### config.mk
export PLATFORM = sky130hd
export DESIGN_NAME = io_cell_input_tristate_regs
export DESIGN_NICKNAME = d
export VERILOG_FILES = /design/src/design/io_cell_pkg.sv /design/src/design/io_cell_input_tristate_regs.sv
export SDC_FILE = /design/constraint.sdc
export NUM_CORES = 1
export LEC_CHECK = 0
export BUFFER_PORTS_ARGS = -buffer_cell sky130_fd_sc_hd__buf_2
export CORE_MARGIN = 2
export CORE_UTILIZATION = 30
export CTS_CLUSTER_DIAMETER = 30
export CTS_CLUSTER_SIZE = 24
export DETAILED_ROUTE_END_ITERATION = 7
export SLEW_MARGIN = 20
export SYNTH_ARGS = -nofsm -noshare
export SYNTH_HDL_FRONTEND = slang
export SYNTH_SLANG_ARGS = --single-unit
### constraint.sdc
create_clock -name clock_in -period 17.4 [get_ports clock_in]
set_input_delay 0.87 -clock clock_in [delete_from_list [all_inputs] [get_ports clock_in]]
set_output_delay 0.87 -clock clock_in [all_outputs]
set_load 0.02 [all_outputs]
### src/design/io_cell_pkg.sv
package io_cell_pkg;
   // Delay chain geometry shared by the tap logic and the aligner.
   localparam int DELAY_TAPS = 144;
   localparam int TAP_W = 8;
   localparam logic [TAP_W-1:0] TAP_MAX = 8'h8f;
   localparam logic [TAP_W-1:0] TAP_RESET = 8'h00;
   // Gearing factors between the high-speed and the low-speed domain.
   localparam int GEAR_MAX = 4;
   localparam int GEAR_CNT_W = 2;
   localparam logic [GEAR_CNT_W-1:0] GEAR_LAST_X2 = 2'h1;
   localparam logic [GEAR_CNT_W-1:0] GEAR_LAST_X4 = 2'h3;
   // Aligner window, in taps; a window of zero is treated as one.
   localparam int WIN_W = 4;
   localparam logic [WIN_W-1:0] WIN_MIN = 4'h1;
   // Reset levels of the storage elements.
   localparam logic INIT_RESET = 1'h0;
   localparam logic INIT_SET = 1'h1;
   // Source of the pad tristate control.
   typedef enum logic [1:0]
   {
      TS_BYPASS = 2'b00,
      TS_SDR = 2'b01,
      TS_SERIAL = 2'b10,
      TS_OPEN_DRAIN = 2'b11
   } ts_sel_e;
endpackage

### src/design/io_cell_input_tristate_regs.sv
`timescale 1ns/1ps
// Behaviour
// Pad feeds comb path, SDR stage, delay line.
// Delayed signal selectable for comb, gearbox, SDR.
// First input latch captures on high-speed edge.
// Second element register or latch, low-speed clock.
// Both input elements use shared clock enable.
// Set/reset value, async/sync local reset, overrides enable.
// Input elements reset by input-side local reset.
// Global set/reset maskable per cell.
// 144-tap delay, from configuration or automatic.
// Tap setting from configuration or calibration bus.
// Aligner searches clean point, then tracks drift.
// Aligner moves only on observed data transitions.
// Window size selectable; track or hold delay.
// Aligner serves single- and double-rate capture.
// Gearbox does x2, paired cells do x4.
// Aligner present only in selected cells.
// Gearbox hands data to low-speed domain.
// Tristate: one SDR register, three serial registers.
// Tristate source: bypass, SDR, serial, open-drain.
// Tristate SDR register with output-side resets.
// Tristate serializer turns parallel word into stream.
// Termination off while driving, on while receiving.
// Low-speed clock is high-speed divided by gearing.
module io_cell_input_tristate_regs
#(
   parameter bit HAS_ALIGNER = 1'b1,
   parameter int GEAR = io_cell_pkg::GEAR_MAX
)
(
   input wire logic clock_in,
   input wire logic arst_n_in,
   input wire logic pad_buffer_input_in,
   input wire logic comb_sel_delayed_in,
   input wire logic sdr_sel_delayed_in,
   input wire logic gear_sel_delayed_in,
   input wire logic tap_from_bus_in,
   input wire logic [io_cell_pkg::TAP_W-1:0] tap_config_in,
   input wire logic [io_cell_pkg::TAP_W-1:0] calibration_bus_in,
   input wire logic aligner_enable_in,
   input wire logic aligner_hold_in,
   input wire logic [io_cell_pkg::WIN_W-1:0] window_size_in,
   input wire logic gear_x4_in,
   input wire logic input_clock_enable_in,
   input wire logic input_side_local_reset_in,
   input wire logic output_side_local_reset_in,
   input wire logic global_set_reset_in,
   input wire logic gsr_enable_input_in,
   input wire logic gsr_enable_tristate_in,
   input wire logic input_set_mode_in,
   input wire logic tristate_set_mode_in,
   input wire logic lsr_async_in,
   input wire logic second_is_latch_in,
   input wire logic tristate_bypass_in,
   input wire logic tristate_sdr_in,
   input wire logic [GEAR-1:0] tristate_word_in,
   input wire logic [1:0] tristate_sel_in,
   input wire logic pad_data_in,
   input wire logic termination_mode_in,
   output logic comb_input_to_fabric_out,
   output logic input_clock_to_fabric_out,
   output logic registered_input_to_fabric_out,
   output logic [GEAR-1:0] gearbox_word_out,
   output logic gearbox_valid_out,
   output logic [io_cell_pkg::TAP_W-1:0] delay_tap_out,
   output logic aligner_locked_out,
   output logic pad_tristate_control_out,
   output logic termination_on_out
);
   logic rst_meta_q;
   logic rst_n_q;
   logic [io_cell_pkg::DELAY_TAPS-1:0] chain_q;
   logic [io_cell_pkg::TAP_W-1:0] tap_q;
   logic [io_cell_pkg::TAP_W-1:0] tap_d;
   logic locked_q;
   logic delayed;
   logic comb_src;
   logic sdr_src;
   logic gear_src;
   logic [io_cell_pkg::GEAR_CNT_W-1:0] phase_q;
   logic slow_tick;
   logic slow_level;
   logic first_q;
   logic second_q;
   logic [GEAR-1:0] gear_shift_q;
   logic [GEAR-1:0] ts_load_q;
   logic [GEAR-1:0] ts_shift_q;
   logic ts_serial_q;
   logic ts_sdr_q;
   logic ts_d;
   logic in_init;
   logic ts_init;
   logic in_lsr_now;
   logic ts_lsr_now;

   // Picks the forced level of an element; local reset beats global.
   function automatic logic forced_level(input logic set_mode);
      return set_mode ? io_cell_pkg::INIT_SET : io_cell_pkg::INIT_RESET;
   endfunction

   // Clamps a tap index into the chain.
   function automatic logic [io_cell_pkg::TAP_W-1:0] clamp_tap(
      input logic [io_cell_pkg::TAP_W-1:0] t);
      return (t > io_cell_pkg::TAP_MAX) ? io_cell_pkg::TAP_MAX : t;
   endfunction

   // Reset release through two flip-flops; only the first sees a constant.
   always_ff @(posedge clock_in or negedge arst_n_in)
   begin
      if (!arst_n_in)
      begin
         rst_meta_q <= 1'b0;
         rst_n_q <= 1'b0;
      end
      else
      begin
         rst_meta_q <= 1'b1;
         rst_n_q <= rst_meta_q;
      end
   end

   // Delay chain: each tap holds the pad one cycle older than the one before.
   always_ff @(posedge clock_in or negedge rst_n_q)
   begin
      if (!rst_n_q)
         chain_q <= '0;
      else
         chain_q <= {chain_q[io_cell_pkg::DELAY_TAPS-2:0], pad_buffer_input_in};
   end

   assign delayed = chain_q[tap_q];
   assign comb_src = comb_sel_delayed_in ? delayed : pad_buffer_input_in;
   assign sdr_src = sdr_sel_delayed_in ? delayed : pad_buffer_input_in;
   assign gear_src = gear_sel_delayed_in ? delayed : pad_buffer_input_in;

   // Tap choice. The aligner compares the samples one window either side of
   // the current tap; an edge on one side pushes the tap the other way, so it
   // moves only on real transitions and needs no training pattern.
   always_comb
   begin
      logic [io_cell_pkg::TAP_W-1:0] win;
      logic [io_cell_pkg::TAP_W-1:0] lo;
      logic [io_cell_pkg::TAP_W-1:0] hi;
      logic edge_lo;
      logic edge_hi;
      win = {{(io_cell_pkg::TAP_W-io_cell_pkg::WIN_W){1'b0}},
             (window_size_in == '0) ? io_cell_pkg::WIN_MIN : window_size_in};
      lo = (tap_q > win) ? tap_q - win : '0;
      hi = clamp_tap(tap_q + win);
      edge_lo = chain_q[lo] != chain_q[tap_q];
      edge_hi = chain_q[hi] != chain_q[tap_q];
      if (HAS_ALIGNER && aligner_enable_in)
      begin
         if (aligner_hold_in)
            tap_d = tap_q;
         else if (edge_lo && !edge_hi && tap_q < io_cell_pkg::TAP_MAX)
            tap_d = tap_q + 8'h01;
         else if (edge_hi && !edge_lo && tap_q != '0)
            tap_d = tap_q - 8'h01;
         else
            tap_d = tap_q;
      end
      else
         tap_d = clamp_tap(tap_from_bus_in ? calibration_bus_in : tap_config_in);
   end

   // Tap register; the aligner reports lock while it keeps its place.
   always_ff @(posedge clock_in or negedge rst_n_q)
   begin
      if (!rst_n_q)
      begin
         tap_q <= io_cell_pkg::TAP_RESET;
         locked_q <= 1'b0;
      end
      else
      begin
         tap_q <= tap_d;
         locked_q <= HAS_ALIGNER && aligner_enable_in && (tap_d == tap_q);
      end
   end

   // Low-speed phase: the fabric clock is modelled as every second or fourth
   // high-speed edge, so the hand-off is deterministic by construction.
   always_ff @(posedge clock_in or negedge rst_n_q)
   begin
      if (!rst_n_q)
         phase_q <= '0;
      else if (slow_tick)
         phase_q <= '0;
      else
         phase_q <= phase_q + 2'h1;
   end

   assign slow_tick = phase_q == (gear_x4_in ? io_cell_pkg::GEAR_LAST_X4
                                             : io_cell_pkg::GEAR_LAST_X2);
   assign slow_level = phase_q == '0;
   assign in_init = forced_level(input_set_mode_in);
   assign ts_init = forced_level(tristate_set_mode_in);
   assign in_lsr_now = input_side_local_reset_in && lsr_async_in;
   assign ts_lsr_now = output_side_local_reset_in && lsr_async_in;

   // First input element on the high-speed edge. Its own clock is the fast
   // edge, so a local reset of either kind acts at the next edge and beats
   // the enable; the two kinds only differ for the slow second element.
   always_ff @(posedge clock_in or negedge rst_n_q)
   begin
      if (!rst_n_q)
         first_q <= io_cell_pkg::INIT_RESET;
      else if (in_lsr_now || input_side_local_reset_in)
         first_q <= in_init;
      else if (global_set_reset_in && gsr_enable_input_in)
         first_q <= in_init;
      else if (input_clock_enable_in)
         first_q <= sdr_src;
   end

   // Second element: captures at the low-speed edge as a register, or stays
   // open for the first high-speed edge of each slow period as a latch.
   always_ff @(posedge clock_in or negedge rst_n_q)
   begin
      if (!rst_n_q)
         second_q <= io_cell_pkg::INIT_RESET;
      else if (in_lsr_now || (input_side_local_reset_in && slow_tick))
         second_q <= in_init;
      else if (global_set_reset_in && gsr_enable_input_in)
         second_q <= in_init;
      else if (input_clock_enable_in && (second_is_latch_in ? slow_level : slow_tick))
         second_q <= first_q;
   end

   // Input gearbox: shifts one high-speed sample per edge, hands the word
   // over at the slow edge. Cells pair for x4 through the wider word.
   always_ff @(posedge clock_in or negedge rst_n_q)
   begin
      if (!rst_n_q)
      begin
         gear_shift_q <= '0;
         gearbox_word_out <= '0;
         gearbox_valid_out <= 1'b0;
      end
      else
      begin
         gear_shift_q <= {gear_shift_q[GEAR-2:0], gear_src};
         gearbox_valid_out <= slow_tick;
         if (slow_tick)
            gearbox_word_out <= gear_x4_in ? {gear_shift_q[GEAR-2:0], gear_src}
                                           : {{(GEAR-2){1'b0}}, gear_shift_q[0], gear_src};
      end
   end

   // Fabric-facing copies of the pad path, tap and status.
   always_ff @(posedge clock_in or negedge rst_n_q)
   begin
      if (!rst_n_q)
      begin
         comb_input_to_fabric_out <= 1'b0;
         input_clock_to_fabric_out <= 1'b0;
         registered_input_to_fabric_out <= 1'b0;
         delay_tap_out <= io_cell_pkg::TAP_RESET;
         aligner_locked_out <= 1'b0;
      end
      else
      begin
         comb_input_to_fabric_out <= comb_src;
         input_clock_to_fabric_out <= comb_src;
         registered_input_to_fabric_out <= second_q;
         delay_tap_out <= tap_q;
         aligner_locked_out <= locked_q;
      end
   end

   // Tristate SDR register, reset from the output side.
   always_ff @(posedge clock_in or negedge rst_n_q)
   begin
      if (!rst_n_q)
         ts_sdr_q <= io_cell_pkg::INIT_RESET;
      else if (output_side_local_reset_in || ts_lsr_now)
         ts_sdr_q <= ts_init;
      else if (global_set_reset_in && gsr_enable_tristate_in)
         ts_sdr_q <= ts_init;
      else
         ts_sdr_q <= tristate_sdr_in;
   end

   // Three serializer registers: parallel load, shift, and bit out. The word
   // is loaded at the slow edge and shifted out lowest bit (bit 0) first.
   always_ff @(posedge clock_in or negedge rst_n_q)
   begin
      if (!rst_n_q)
      begin
         ts_load_q <= '0;
         ts_shift_q <= '0;
         ts_serial_q <= 1'b0;
      end
      else
      begin
         if (slow_tick)
         begin
            ts_load_q <= tristate_word_in;
            ts_shift_q <= ts_load_q;
         end
         else
            ts_shift_q <= {1'b0, ts_shift_q[GEAR-1:1]};
         ts_serial_q <= ts_shift_q[0];
      end
   end

   // Tristate source select. In open-drain emulation the pad is released
   // whenever the data is high.
   always_comb
   begin
      unique case (io_cell_pkg::ts_sel_e'(tristate_sel_in))
         io_cell_pkg::TS_BYPASS: ts_d = tristate_bypass_in;
         io_cell_pkg::TS_SDR: ts_d = ts_sdr_q;
         io_cell_pkg::TS_SERIAL: ts_d = ts_serial_q;
         io_cell_pkg::TS_OPEN_DRAIN: ts_d = pad_data_in;
      endcase
   end

   // Termination follows the tristate: on while the pad listens.
   always_ff @(posedge clock_in or negedge rst_n_q)
   begin
      if (!rst_n_q)
      begin
         pad_tristate_control_out <= 1'b1;
         termination_on_out <= 1'b0;
      end
      else
      begin
         pad_tristate_control_out <= ts_d;
         termination_on_out <= termination_mode_in && ts_d;
      end
   end
endmodule

==> results of run 1 <==
==> power by group through the flow <==
stage	logic [mW]	clock network (mW)	registers (mW)
detailed placement	0.989	0	0.527
finish	1.02	0.401	0.519
CTS	0.994	0.410	0.519
global placement	0.985	0	0.526
global route	1.08	0.428	0.525
floorplan	0.719	0	0.529
==> path summary, 6_finish.rpt <==
kind / startpoint / end / slack (ns)
max: tap_q[0] / tap_q[2] / 11.21
min: arst_n_in / rst_n_q / 0.20
max reg2reg: tap_q[0] / tap_q[2] / 11.21
min reg2reg: ts_shift_q[0] / ts_serial_q / 0.35
max in group asynchronous: rst_n_q / chain_q[70] / 14.93
min in group clock_in: ts_shift_q[0] / ts_serial_q / 0.35
==> Yosys cell counts, types with 4 or more instances <==
cell	number
sky130_fd_sc_hd__mux4_2	59
sky130_fd_sc_hd__ha_1	11
sky130_fd_sc_hd__o22ai_1	4
sky130_fd_sc_hd__nor2b_1	12
sky130_fd_sc_hd__dfrtp_1	189
sky130_fd_sc_hd__nor4_1	4
sky130_fd_sc_hd__nor2_1	32
sky130_fd_sc_hd__o31a_1	4
sky130_fd_sc_hd__mux2i_1	33
sky130_fd_sc_hd__a31oi_1	17
sky130_fd_sc_hd__nor3_1	26
sky130_fd_sc_hd__nor3b_1	4
sky130_fd_sc_hd__and3_1	8
sky130_fd_sc_hd__xor2_1	4
sky130_fd_sc_hd__or3_1	8
sky130_fd_sc_hd__o31ai_1	6
sky130_fd_sc_hd__buf_2	20
sky130_fd_sc_hd__o221ai_1	5
sky130_fd_sc_hd__nand3_1	16
sky130_fd_sc_hd__a2111oi_0	8
sky130_fd_sc_hd__nand2_1	112
sky130_fd_sc_hd__a221oi_1	9
sky130_fd_sc_hd__buf_1	9
sky130_fd_sc_hd__a22oi_1	12
sky130_fd_sc_hd__o211ai_1	10
sky130_fd_sc_hd__buf_4	5
sky130_fd_sc_hd__buf_6	6
sky130_fd_sc_hd__a21oi_1	71
sky130_fd_sc_hd__mux2_2	14
sky130_fd_sc_hd__clkbuf_1	27
sky130_fd_sc_hd__o21ai_0	46
sky130_fd_sc_hd__a21oi_2	5
sky130_fd_sc_hd__a211oi_1	16
sky130_fd_sc_hd__xnor2_1	11
sky130_fd_sc_hd__and2_1	7
sky130_fd_sc_hd__inv_1	24
sky130_fd_sc_hd__nand4_1	6
sky130_fd_sc_hd__o311ai_0	5
sky130_fd_sc_hd__a311oi_1	11
==> layout make-up <==
cell class	instances	area, um^2	share of cell area, %
diodes	1	2.50	0.0208
clock buffers	18	429	3.57
clock inverters	14	173	1.44
inverters	26	97.6	0.811
multi-input cells	679	5520	45.9
flip-flops and latches	190	4760	39.6
well taps	461	577	4.80
repair buffers	85	468	3.89
==> registers in the layout (all words and copies together) (netlist names), 2 cells and up <==
register,flops
chain_q,144
delay_tap_out,8
gear_shift_q,3
gearbox_word_out,4
phase_q,2
tap_q,8
ts_load_q,4
ts_shift_q,4
==> through the flow <==
| stage | instance area [um^2] | hold slack, ns | total power, mW | utilization, % |
|---|---|---|---|---|
| finish | 12000 | 0.199 | 1.94 | 34.1 |
| global route | 12000 | 0.182 | 2.03 | 34.1 |
| CTS | 12000 | 0.176 | 1.92 | 34.1 |
| detailed placement | 11400 | 0.337 | 1.52 | 32.4 |
| global placement | 11400 | 0.335 | 1.51 | 32.4 |
| floorplan | 10700 | 0.331 | 1.25 | - |
==> routing by layer <==
metal	global-route usage (%)	up-vias	part of all wire [%]
met5	0	-	0
met3	3.26	87	8.2
met1	24.7	4382	43
met2	26.5	448	45
met4	7.28	0	3.2
li1	-	3749	-
==> worst max-delay path, cell delays in order (launching register included) <==
cell and delay [ns]:
sky130_fd_sc_hd__dfrtp_2 0.34, sky130_fd_sc_hd__buf_4 0.51, sky130_fd_sc_hd__inv_1 0.25, sky130_fd_sc_hd__ha_4 0.63, sky130_fd_sc_hd__and4_1 0.35, sky130_fd_sc_hd__o31a_1 0.85
sky130_fd_sc_hd__nor2_2 0.36, sky130_fd_sc_hd__a211o_1 0.36, sky130_fd_sc_hd__nand4_1 0.09, sky130_fd_sc_hd__a31oi_1 0.05, sky130_fd_sc_hd__a211oi_1 0.36, sky130_fd_sc_hd__a2111oi_2 0.07
sky130_fd_sc_hd__o31a_4 0.41, sky130_fd_sc_hd__nor3_1 0.38, sky130_fd_sc_hd__mux2_4 0.26, sky130_fd_sc_hd__mux2_4 0.30, sky130_fd_sc_hd__and3_1 0.18, sky130_fd_sc_hd__o31a_1 0.28
==> cell families after synthesis <==
family          after synthesis  share of synthesized area, %
mux                         112                          17.8
buf+inv                      93                          4.10
flops                       190                          44.5
compound gates              282                          18.9
other cells                   1                        0.0351
simple gates                254                          11.4
fa+ha+maj                    13                          1.66
xor+xnor                     17                          1.53
==> run summary, run 1 <==
Power and ir drop
• 162 nW/um^2 — power density normalized to cell area
• 46.4% — switching part of the total power
• 72.0 uV — Max IR drop VDD
• 52.7% — Combinational Power Share
• 20.7% — clock power share
• 26.7% — sequential share of power
• 5.04 nW — leakage power figure
• 1.04 mW — total internal power
• 0.901 mW — switching power summed over all nets

Synthesis
• sky130_fd_sc_hd__dfrtp_1 44%, sky130_fd_sc_hd__mux4_2 12%, sky130_fd_sc_hd__nand2_1 3.9% — synth top area cells
• 100% — Synth async-reset ratio
• 10700 um^2 — synthesized area
• 962 — cell count after synthesis
• 0 — number of warnings issued by yosys
• sky130_fd_sc_hd__dfrtp_1 — Synth Flop Type
• 97 — number of different library cells in the post-synthesis netlist
• 11.1 um^2 — Mean Syn Cell Area
• sky130_fd_sc_hd__dfrtp_1 — biggest area consumer among synthesized cells
• 190 — count of state elements after synthesis
• 1025 — Syn Nets
• 44.5% — share of synthesized area occupied by flip-flops and latches
• 0 — number of enable-type register cells in the synthesized netlist
• 44.3% — share of the synthesized area in the top cell type

Worst setup path
• flop to flop — type of the setup path with the least slack
• 43 — highest fanout seen on the critical path
• flop — Critical Path Sink Type
• 6.54 ns — data arrival time at the worst-slack endpoint
• 17.75 ns — Critical Path RT
• 17 — R2R depth
• flop — CP Launch Type

Route
• 6 — count of TritonRoute iterations in the first routing pass
• 0 — remaining design rule violation count
• 21.9 um — Routed wire per std cell
• 0 — Detail Route Antenna Nets
• 32200 um — wirelength, routed
• 1109 — violation count after the first detailed-route iteration
• 5.88 — routed vias/inst
• 8666 — via count of the routed design

STA
• 0.0220 ns — final worst clock skew
• 11.21 ns — worst-case setup margin in the final layout
• 0 — Final Slew Violations
• 6.19 ns — minimum clock period after layout
• 0 — final-report hold violation count
• 1.02 ns — slew at the pin with the worst max-slew slack
• 0 — final setup fails
• 162 MHz — Highest Clock Rate
• 31.7% — Max-Slew Margin vs Limit
• false — RSZ-0062 raised after global routing
• 0 ns — setup TNS
• 35.6% — final cycle utilization of the critical path

Die
• 69 — ports placed on the boundary
• 30.3% — effective utilization at floorplan
• 37100 um^2 — die area
• 35300 um^2 — core area
• 69 — row cnt
• 193 um — horizontal extent of the die
• 193 um — Die Height

Finish
• 1474 — Final Non-Filler Cells
• sky130_fd_sc_hd__dfrtp_1 — leading cell type in the layout, fill and taps excluded
• 1062 — number of nets in the layout
• 3506 — fill count
• 12.6% — layout-stage area growth over the synthesis result
• 23.0% — ratio of cells with drive above 1 in the final layout
• 186 x sky130_fd_sc_hd__dfrtp_1, 112 x sky130_fd_sc_hd__nand2_1, 71 x sky130_fd_sc_hd__a21oi_1 — top library cells by usage in the layout, fill and taps aside

Clocking
• 4 — H-tree depth
• 0 — count of hold-fix buffers inserted at cts
• 0 — post-CTS setup repair buffer count
• 2 — maximum buffer depth of the clock tree
• 0.08 ns — clock transition at the registers of the reported paths
• 0.46 ns — Clk Latency, worst-skew pair
• sky130_fd_sc_hd__clkbuf_16 — cell at the root of the clock tree
• 17 — cts bufs inserted
• 190 — clk sink count
• built — TritonCTS clock tree
• 0 — post-cts resize count

GRT
• 74 — pin count of the biggest net entering global routing
• 17.6% — GRT Util Overall
• 49500 um — first-pass GRT wire length
• 8181 — number of global-route vias before repair
• 1 — number of antenna violations at the first check in global routing
• 0 — remaining global-route overflow

Placed design
• 21700 um — dpl hpwl
• 1441 — Post-Place Cells
• 10.93 ns — worst slack at placement
• 68 — count of input and output buffers
• 0.940 — RePlAce Congestion

Job
• 0 — max-cap violations

Min path
• primary input to asynchronous set/reset pin — Hold/Removal Path Class

Run status
• completed — result of the run

No activity file was read; power rests on OpenSTA's default activity.
==> inputs of run 2 (changes only) <==
==> constraint.sdc (replaced) <==
create_clock -name clock_in -period 6.1 [get_ports clock_in]
set_input_delay 0.305 -clock clock_in [delete_from_list [all_inputs] [get_ports clock_in]]
set_output_delay 0.305 -clock clock_in [all_outputs]
set_load 0.02 [all_outputs]
==> run 2 against run 1 <==
Non-clock buffer count grew 11. Cell count is 0.68% higher. Critical path depth decreased by 2. Critical path type unchanged. Highest routed layer unchanged.
==> run summary, run 2 (synthesized netlist as in run 1, its figures left out) <==
STA
• 0 — final setup fails, unchanged
• 0 — final-report hold violation count, unchanged
• false — RSZ-0062 raised after global routing, unchanged
• 88.4% — final cycle utilization of the critical path, was 35.6%
• 185 MHz — Highest Clock Rate, was 162 MHz
• 0.0198 ns — smallest hold slack, was 0.199 ns
• 0 — Final Slew Violations, unchanged
• 27.7% — Max-Slew Margin vs Limit, was 31.7%
• 1.08 ns — slew at the pin with the worst max-slew slack, was 1.02 ns
• 5.40 ns — minimum clock period after layout, was 6.19 ns
• 0.0140 ns — final worst clock skew, was 0.0220 ns
• 0 ns — setup TNS, unchanged

GRT
• 8269 — number of global-route vias before repair, was 8181
• 17.8% — GRT Util Overall, was 17.6%
• 50000 um — first-pass GRT wire length, was 49500 um
• 0 — number of antenna violations at the first check in global routing, was 1
• 148 — pin count of the biggest net entering global routing, was 74
• 0 — remaining global-route overflow, unchanged

Clocking
• 4 — H-tree depth, unchanged
• 17 — cts bufs inserted, unchanged
• sky130_fd_sc_hd__clkbuf_16 — cell at the root of the clock tree, unchanged
• 0.08 ns — clock transition at the registers of the reported paths, about the same
• built — TritonCTS clock tree, unchanged
• 0.45 ns — Clk Latency, worst-skew pair, was 0.46 ns
• 0 — post-cts resize count, unchanged
• 2 — maximum buffer depth of the clock tree, unchanged
• 190 — clk sink count, unchanged

Route
• 5.80 — routed vias/inst, was 5.88
• 8606 — via count of the routed design, was 8666
• 2690 um — met3 wirelength from detailed routing, was 2640 um
• 32100 um — wirelength, routed, was 32200 um
• 0 — remaining design rule violation count, unchanged
• 21.6 um — Routed wire per std cell, was 21.9 um
• met4 — highest routing layer actually used, unchanged
• 1104 — violation count after the first detailed-route iteration, was 1109
• 14400 um — met2 wire length, was 14700 um
• 13900 um — wl on met1, about the same
• 7 — count of TritonRoute iterations in the first routing pass, was 6
• 0 — Detail Route Antenna Nets, unchanged

Power and ir drop
• 19.5% — clock power share, was 20.7%
• 2.55 mW — switching power summed over all nets, was 0.901 mW
• 2.98 mW — total internal power, was 1.04 mW
• 254 uV — Max IR drop VDD, was 72.0 uV
• 26.4% — sequential share of power, was 26.7%
• 54.2% — Combinational Power Share, was 52.7%
• 46.1% — switching part of the total power, was 46.4%
• 5.09 nW — leakage power figure, was 5.04 nW
• 457 nW/um^2 — power density normalized to cell area, was 162 nW/um^2

Finish
• 144 — number of flip-flops under the largest register name, unchanged
• chain_q: 144 flops, delay_tap_out: 8 flops, tap_q: 8 flops — biggest regs, unchanged
• chain_q — register name with the most flops, unchanged
• sky130_fd_sc_hd__dfrtp_1 — leading cell type in the layout, fill and taps excluded, unchanged
• 23.9% — ratio of cells with drive above 1 in the final layout, was 23.0%
• 186 x sky130_fd_sc_hd__dfrtp_1, 112 x sky130_fd_sc_hd__nand2_1, 71 x sky130_fd_sc_hd__a21oi_1 — top library cells by usage in the layout, fill and taps aside, unchanged
• 1484 — Final Non-Filler Cells, was 1474
• 3500 — fill count, was 3506
• 1073 — number of nets in the layout, was 1062
• 13.3% — layout-stage area growth over the synthesis result, was 12.6%
• 0 — number of antenna repair diodes, was 1

Worst setup path
• 15 — R2R depth, was 17
• tap_q[2] — capturing point of the worst reg2reg path, unchanged
• flop — Critical Path Sink Type, unchanged
• flop — CP Launch Type, unchanged
• tap_q[2] — worst reg2reg startpoint, was tap_q[0]
• 5.74 ns — data arrival time at the worst-slack endpoint, was 6.54 ns
• 13 — highest fanout seen on the critical path, was 43
• 0.70 ns — setup slack on the worst flop-to-flop path, was 11.21 ns
• flop to flop — type of the setup path with the least slack, unchanged
• 6.44 ns — Critical Path RT, was 17.75 ns

Min path
• 1 — Min-Delay Path Depth
• pad_buffer_input_in — Hold Startpoint
• primary input to flop — Hold/Removal Path Class, was primary input to asynchronous set/reset pin
• chain_q[0] — Hold EP

Placed design
• 0.955 — RePlAce Congestion, was 0.940
• 68 — count of input and output buffers, unchanged
• 1451 — Post-Place Cells, was 1441
• 22600 um — dpl hpwl, was 21700 um

Die
• 69 — ports placed on the boundary, unchanged
• 193 um — Die Height, unchanged
• 37100 um^2 — die area, unchanged
• 30.3% — effective utilization at floorplan, unchanged
• 35300 um^2 — core area, unchanged
• 69 — row cnt, unchanged
• 193 um — horizontal extent of the die, unchanged

Job
• 0 — max-cap violations, unchanged

Run status
• completed — result of the run, unchanged

-- run 2: worst max path at each step --
stage | start | endpoint | depth (start not counted)
after floorplan | rst_n_q | aligner_locked_out | 0
after global placement | window_size_in[1] | tap_q[2] | 20
after detailed placement | window_size_in[1] | tap_q[2] | 18
after CTS | tap_q[2] | tap_q[2] | 15
after global routing | tap_q[2] | tap_q[7] | 15
final | tap_q[2] | tap_q[2] | 15
-- run 2: power by group through the flow --
stage	combinational (mW)	sequential, mW	clock [mW]
floorplan	2.05	1.51	0
global placement	2.90	1.48	0
detailed placement	2.91	1.48	0
CTS	2.92	1.46	1.11
global route	3.19	1.48	1.17
finish	3.00	1.46	1.08
-- run 2: layout make-up --
type                            count  area, um^2  share of cell area (%)
Timing Repair Buffer               96         578                    4.77
Tap cell                          461         577                    4.76
Inverter                           26        97.6                   0.806
Clock inverter                     15         149                    1.23
Sequential cell                   190        4760                    39.3
Clock buffer                       17         425                    3.51
Multi-Input combinational cell    679        5520                    45.6
-- run 2: critical path, stage by stage, from the launching register on --
cell	delay, ns
sky130_fd_sc_hd__dfrtp_1	0.49
sky130_fd_sc_hd__ha_1	0.68
sky130_fd_sc_hd__inv_1	0.15
sky130_fd_sc_hd__o211ai_1	0.23
sky130_fd_sc_hd__a21oi_4	0.15
sky130_fd_sc_hd__xnor2_2	0.51
sky130_fd_sc_hd__nand2_1	0.44
sky130_fd_sc_hd__a2111oi_0	0.54
sky130_fd_sc_hd__o21ai_0	0.17
sky130_fd_sc_hd__a41oi_1	0.45
sky130_fd_sc_hd__a2111oi_4	0.15
sky130_fd_sc_hd__nor2_4	0.24
sky130_fd_sc_hd__mux2_4	0.36
sky130_fd_sc_hd__mux2_4	0.31
sky130_fd_sc_hd__and3_1	0.18
sky130_fd_sc_hd__o31a_1	0.26
-- run 2: repair_timing --
action | CTS | global route
setup buffers | 0 | 0
hold buffers | 1 | 0
endpoints found under the hold margin | 2 | 0
-- run 2: per-stage QoR --
stage | utilization, % | total power [mW] | setup slack (ns) | area [um^2]
floorplan | - | 3.56 | 0.415 | 10700
global placement | 32.6 | 4.38 | 0.820 | 11500
detailed placement | 32.6 | 4.40 | 0.712 | 11500
CTS | 34.3 | 5.49 | 0.839 | 12100
global route | 34.3 | 5.83 | 0.429 | 12100
finish | 34.3 | 5.53 | 0.705 | 12100
-- run 2: metal layers --
layer  vias up  track usage (%)
met5         -                0
met4         0             7.11
met3        93             4.18
met2       440             26.1
met1      4299             25.1
li1       3774                -
==> inputs of run 3 (changes only) <==
--- a/config.mk
+++ b/config.mk
@@ -5,6 +5,7 @@
 export SDC_FILE = /design/constraint.sdc
 export NUM_CORES = 1
 export LEC_CHECK = 0
+export ABC_AREA = 1
 export BUFFER_PORTS_ARGS = -buffer_cell sky130_fd_sc_hd__buf_2
 export CORE_MARGIN = 2
 export CORE_UTILIZATION = 30
==> run 3 against run 2 <==
Area after synthesis up 5.0%. Synthesized cell count up 59%. Utilization down 0.54 points. Global-route usage up 1.3 points. Register-to-register slack better by 0.35 ns. Sequential power up 5%. Critical path type unchanged. Largest power group unchanged. Highest routed layer unchanged.
==> run summary, run 3 <==
Run status
• completed — result of the run, unchanged

Synthesis
• 0 — number of warnings issued by yosys, unchanged
• 190 — count of state elements after synthesis, unchanged
• 1528 — cell count after synthesis, was 962
• 1591 — Syn Nets, was 1025
• sky130_fd_sc_hd__nand2_1 — leading cell type by number of instances after synthesis, was sky130_fd_sc_hd__dfrtp_1
• 11200 um^2 — synthesized area, was 10700 um^2
• 0 — number of enable-type register cells in the synthesized netlist, unchanged
• sky130_fd_sc_hd__dfrtp_1 — Synth Flop Type, unchanged
• 7.34 um^2 — Mean Syn Cell Area, was 11.1 um^2
• 48 — number of different library cells in the post-synthesis netlist, was 97
• 100% — Synth async-reset ratio, unchanged
• 334 x sky130_fd_sc_hd__nand2_1, 311 x sky130_fd_sc_hd__nand3_1, 189 x sky130_fd_sc_hd__dfrtp_1 — commonest cells in the synthesized netlist, was 189 x sky130_fd_sc_hd__dfrtp_1, 112 x sky130_fd_sc_hd__nand2_1, 71 x sky130_fd_sc_hd__a21oi_1
• 42.4% — share of synthesized area occupied by flip-flops and latches, was 44.5%
• sky130_fd_sc_hd__dfrtp_1 — biggest area consumer among synthesized cells, unchanged
• sky130_fd_sc_hd__dfrtp_1 42%, sky130_fd_sc_hd__nand3_1 14%, sky130_fd_sc_hd__nand2_1 11% — synth top area cells, was sky130_fd_sc_hd__dfrtp_1 44%, sky130_fd_sc_hd__mux4_2 12%, sky130_fd_sc_hd__nand2_1 3.9%
• 42.2% — share of the synthesized area in the top cell type, was 44.3%

STA
• 0 — final setup fails, unchanged
• 0 — final-report hold violation count, unchanged
• 0 ns — setup TNS, unchanged
• false — RSZ-0062 raised after global routing, unchanged
• 0.970 ns — slew at the pin with the worst max-slew slack, was 1.08 ns
• 0.0102 ns — final worst clock skew, was 0.0140 ns
• 0 — Final Slew Violations, unchanged
• 198 MHz — Highest Clock Rate, was 185 MHz
• 82.7% — final cycle utilization of the critical path, was 88.4%
• 5.05 ns — minimum clock period after layout, was 5.40 ns
• 35.3% — Max-Slew Margin vs Limit, was 27.7%

Finish
• chain_q: 144 flops, delay_tap_out: 8 flops, tap_q: 8 flops — biggest regs, unchanged
• sky130_fd_sc_hd__nand2_1 — leading cell type in the layout, fill and taps excluded, was sky130_fd_sc_hd__dfrtp_1
• chain_q — register name with the most flops, unchanged
• 10.4% — layout-stage area growth over the synthesis result, was 13.3%
• 5240 um^2 — area of the multi-input gates, was 5520 um^2
• 4760 um^2 — register area, about the same
• 33.8% — share of the core filled with cells, was 34.3%
• 0 — number of antenna repair diodes, unchanged
• 334 x sky130_fd_sc_hd__nand2_1, 311 x sky130_fd_sc_hd__nand3_1, 187 x sky130_fd_sc_hd__dfrtp_1 — top library cells by usage in the layout, fill and taps aside, was 186 x sky130_fd_sc_hd__dfrtp_1, 112 x sky130_fd_sc_hd__nand2_1, 71 x sky130_fd_sc_hd__a21oi_1
• 1605 — number of nets in the layout, was 1073
• 10.7% — ratio of cells with drive above 1 in the final layout, was 23.9%
• 144 — number of flip-flops under the largest register name, unchanged
• 3847 — fill count, was 3500

Route
• 36500 um — wirelength, routed, was 32100 um
• 0 — Detail Route Antenna Nets, unchanged
• 0 — remaining design rule violation count, unchanged
• 6 — count of TritonRoute iterations in the first routing pass, was 7
• 18.1 um — Routed wire per std cell, was 21.6 um
• 5.40 — routed vias/inst, was 5.80
• 1427 — violation count after the first detailed-route iteration, was 1104
• 10900 — via count of the routed design, was 8606

Power and ir drop
• 372 uV — Max IR drop VDD, was 254 uV
• 5.85 nW — leakage power figure, was 5.09 nW
• 606 nW/um^2 — power density normalized to cell area, was 457 nW/um^2

Worst setup path
• flop to flop — type of the setup path with the least slack, unchanged
• 1.05 ns — setup slack on the worst flop-to-flop path, was 0.70 ns
• tap_q[0] — worst setup path startpoint, was tap_q[2]
• 26 — R2R depth, was 15
• 5.39 ns — data arrival time at the worst-slack endpoint, was 5.74 ns
• 0.57 ns — maximum single-stage delay on the critical path, was 0.68 ns
• 19 — highest fanout seen on the critical path, was 13
• flop — CP Launch Type, unchanged
• 6.44 ns — Critical Path RT, about the same
• tap_q[2] — capturing point of the worst reg2reg path, unchanged
• flop — Critical Path Sink Type, unchanged
• tap_q[0] — worst reg2reg startpoint, was tap_q[2]
• sky130_fd_sc_hd__dfrtp_4 — critical-path cell with the highest stage delay, was sky130_fd_sc_hd__ha_1
• sky130_fd_sc_hd__nand2_1 — cell seen most often among critical-path stages, was sky130_fd_sc_hd__mux2_4

Die
• 197 um — Die Height, was 193 um
• 30.6% — effective utilization at floorplan, was 30.3%
• 69 — ports placed on the boundary, unchanged
• 36700 um^2 — core area, was 35300 um^2
• 197 um — horizontal extent of the die, was 193 um
• 70 — row cnt, was 69
• 38900 um^2 — die area, was 37100 um^2

GRT
• 58400 um — first-pass GRT wire length, was 50000 um
• 0 — remaining global-route overflow, unchanged
• 141 — pin count of the biggest net entering global routing, was 148
• 10600 — number of global-route vias before repair, was 8269
• 0 — number of antenna violations at the first check in global routing, unchanged
• 19.0% — GRT Util Overall, was 17.8%

Job
• 0 — max-cap violations, unchanged

Placed design
• 0.905 — RePlAce Congestion, was 0.955
• 68 — count of input and output buffers, unchanged
• 22500 um — dpl hpwl, was 22600 um

Clocking
• built — TritonCTS clock tree, unchanged
• 0.07 ns — clock transition at the registers of the reported paths, was 0.08 ns
• 0.44 ns — Clk Latency, worst-skew pair, was 0.45 ns
• 190 — clk sink count, unchanged
• 2 — maximum buffer depth of the clock tree, unchanged
• sky130_fd_sc_hd__clkbuf_16 — cell at the root of the clock tree, unchanged
• 4 — H-tree depth, unchanged
• 0 — post-CTS setup repair buffer count, unchanged
• 17 — cts bufs inserted, unchanged

Min path
• pad_buffer_input_in — Hold Startpoint, unchanged
• 1 — Min-Delay Path Depth, unchanged
• primary input to flop — Hold/Removal Path Class, unchanged
• chain_q[0] — Hold EP, unchanged

## run 3: cell count changes after synthesis, sizes merged, moves of 16 or more
cell    previous run  this run
buf               40        67
nor2              36        83
a211oi            17         0
mux4              59         0
o21ai             48       118
nor3              26        10
nand4              6        30
mux2              19         0
nand3             16       316
nand2            113       348
mux2i             34         3
inv               25       180
## run 3: kinds of logic after synthesis
logic type / Yosys count / synth area share [%]
muxes: 3 / 0.268
AOI/OAI and AO/OA: 238 / 11.8
other: 1 / 0.0334
buffers and inverters: 275 / 10.9
DFF: 190 / 42.4
adders and majority gates: 13 / 1.58
and+or+nand+nor: 806 / 32.9
xor gates and xnor gates: 2 / 0.156
## run 3: worst max-delay path, delay by kind of cell, from the launching register on
family,cells,cell delay [ns]
adders and majority gates,2,0.73
buffers and inverters,2,0.60
AOI/OAI and AO/OA,1,0.12
DFF,1,0.57
and+or+nand+nor,21,2.89
## run 3: cell type report
class	count	area share (%)
multi-input cells	1063	42.3
flip-flops and latches	190	38.5
inverters	181	5.48
well taps	468	4.73
repair buffers	89	4.24
clock buffers	18	3.55
clock inverters	13	1.22
## run 3: how the worst max path moves through the flow
stage | depth (start not counted) | to | slack, ns
after CTS | 26 | tap_q[2] | 1.22
after global routing | 30 | locked_q | 0.67
after detailed placement | 29 | tap_q[2] | 1.06
after global placement | 28 | tap_q[2] | 1.07
after floorplan | 0 | aligner_locked_out | 0.42
final | 26 | tap_q[2] | 1.05
## run 3: repair_timing
| item | CTS | global route |
|---|---|---|
| hold buffers | 1 | 0 |
| resized for setup | 0 | 0 |
| setup endpoints to repair | 0 | 0 |
| endpoints found under the hold margin | 2 | 0 |
## run 3: metrics by stage
step                std cells  instance area [um^2]  hold slack (ns)  worst slack [ns]  power [mW]
finish                   2022                 12400           0.0324              1.05        7.50
global route             2022                 12400           0.0349             0.669        7.99
CTS                      2022                 12400           0.0312              1.22        7.39
detailed placement       1990                 11800           0.0935              1.06        6.22
global placement         1990                 11800           0.0923              1.07        6.18
floorplan                1528                 11200          0.00941             0.415        4.98
## run 3: per-layer routing
| layer | wire [um] | track usage [%] | vias to the layer above | share of wire [%] |
|---|---|---|---|---|
| met4 | 1150 | 7.07 | 0 | 3.2 |
| met2 | 16700 | 30.8 | 559 | 46 |
| met5 | 0 | 0 | - | 0 |
| met1 | 15500 | 25.1 | 5175 | 42 |
| li1 | - | - | 5094 | - |
| met3 | 3220 | 3.89 | 96 | 8.8 |
## run 3: report_power, final
| group | leakage (nW) | internal (mW) | switching (mW) |
|---|---|---|---|
| Combinational | 3.12 | 1.38 | 3.43 |
| Sequential | 2.45 | 1.39 | 0.140 |
| Clock | 0.288 | 0.624 | 0.539 |
| Total | 5.85 | 3.39 | 4.11 |
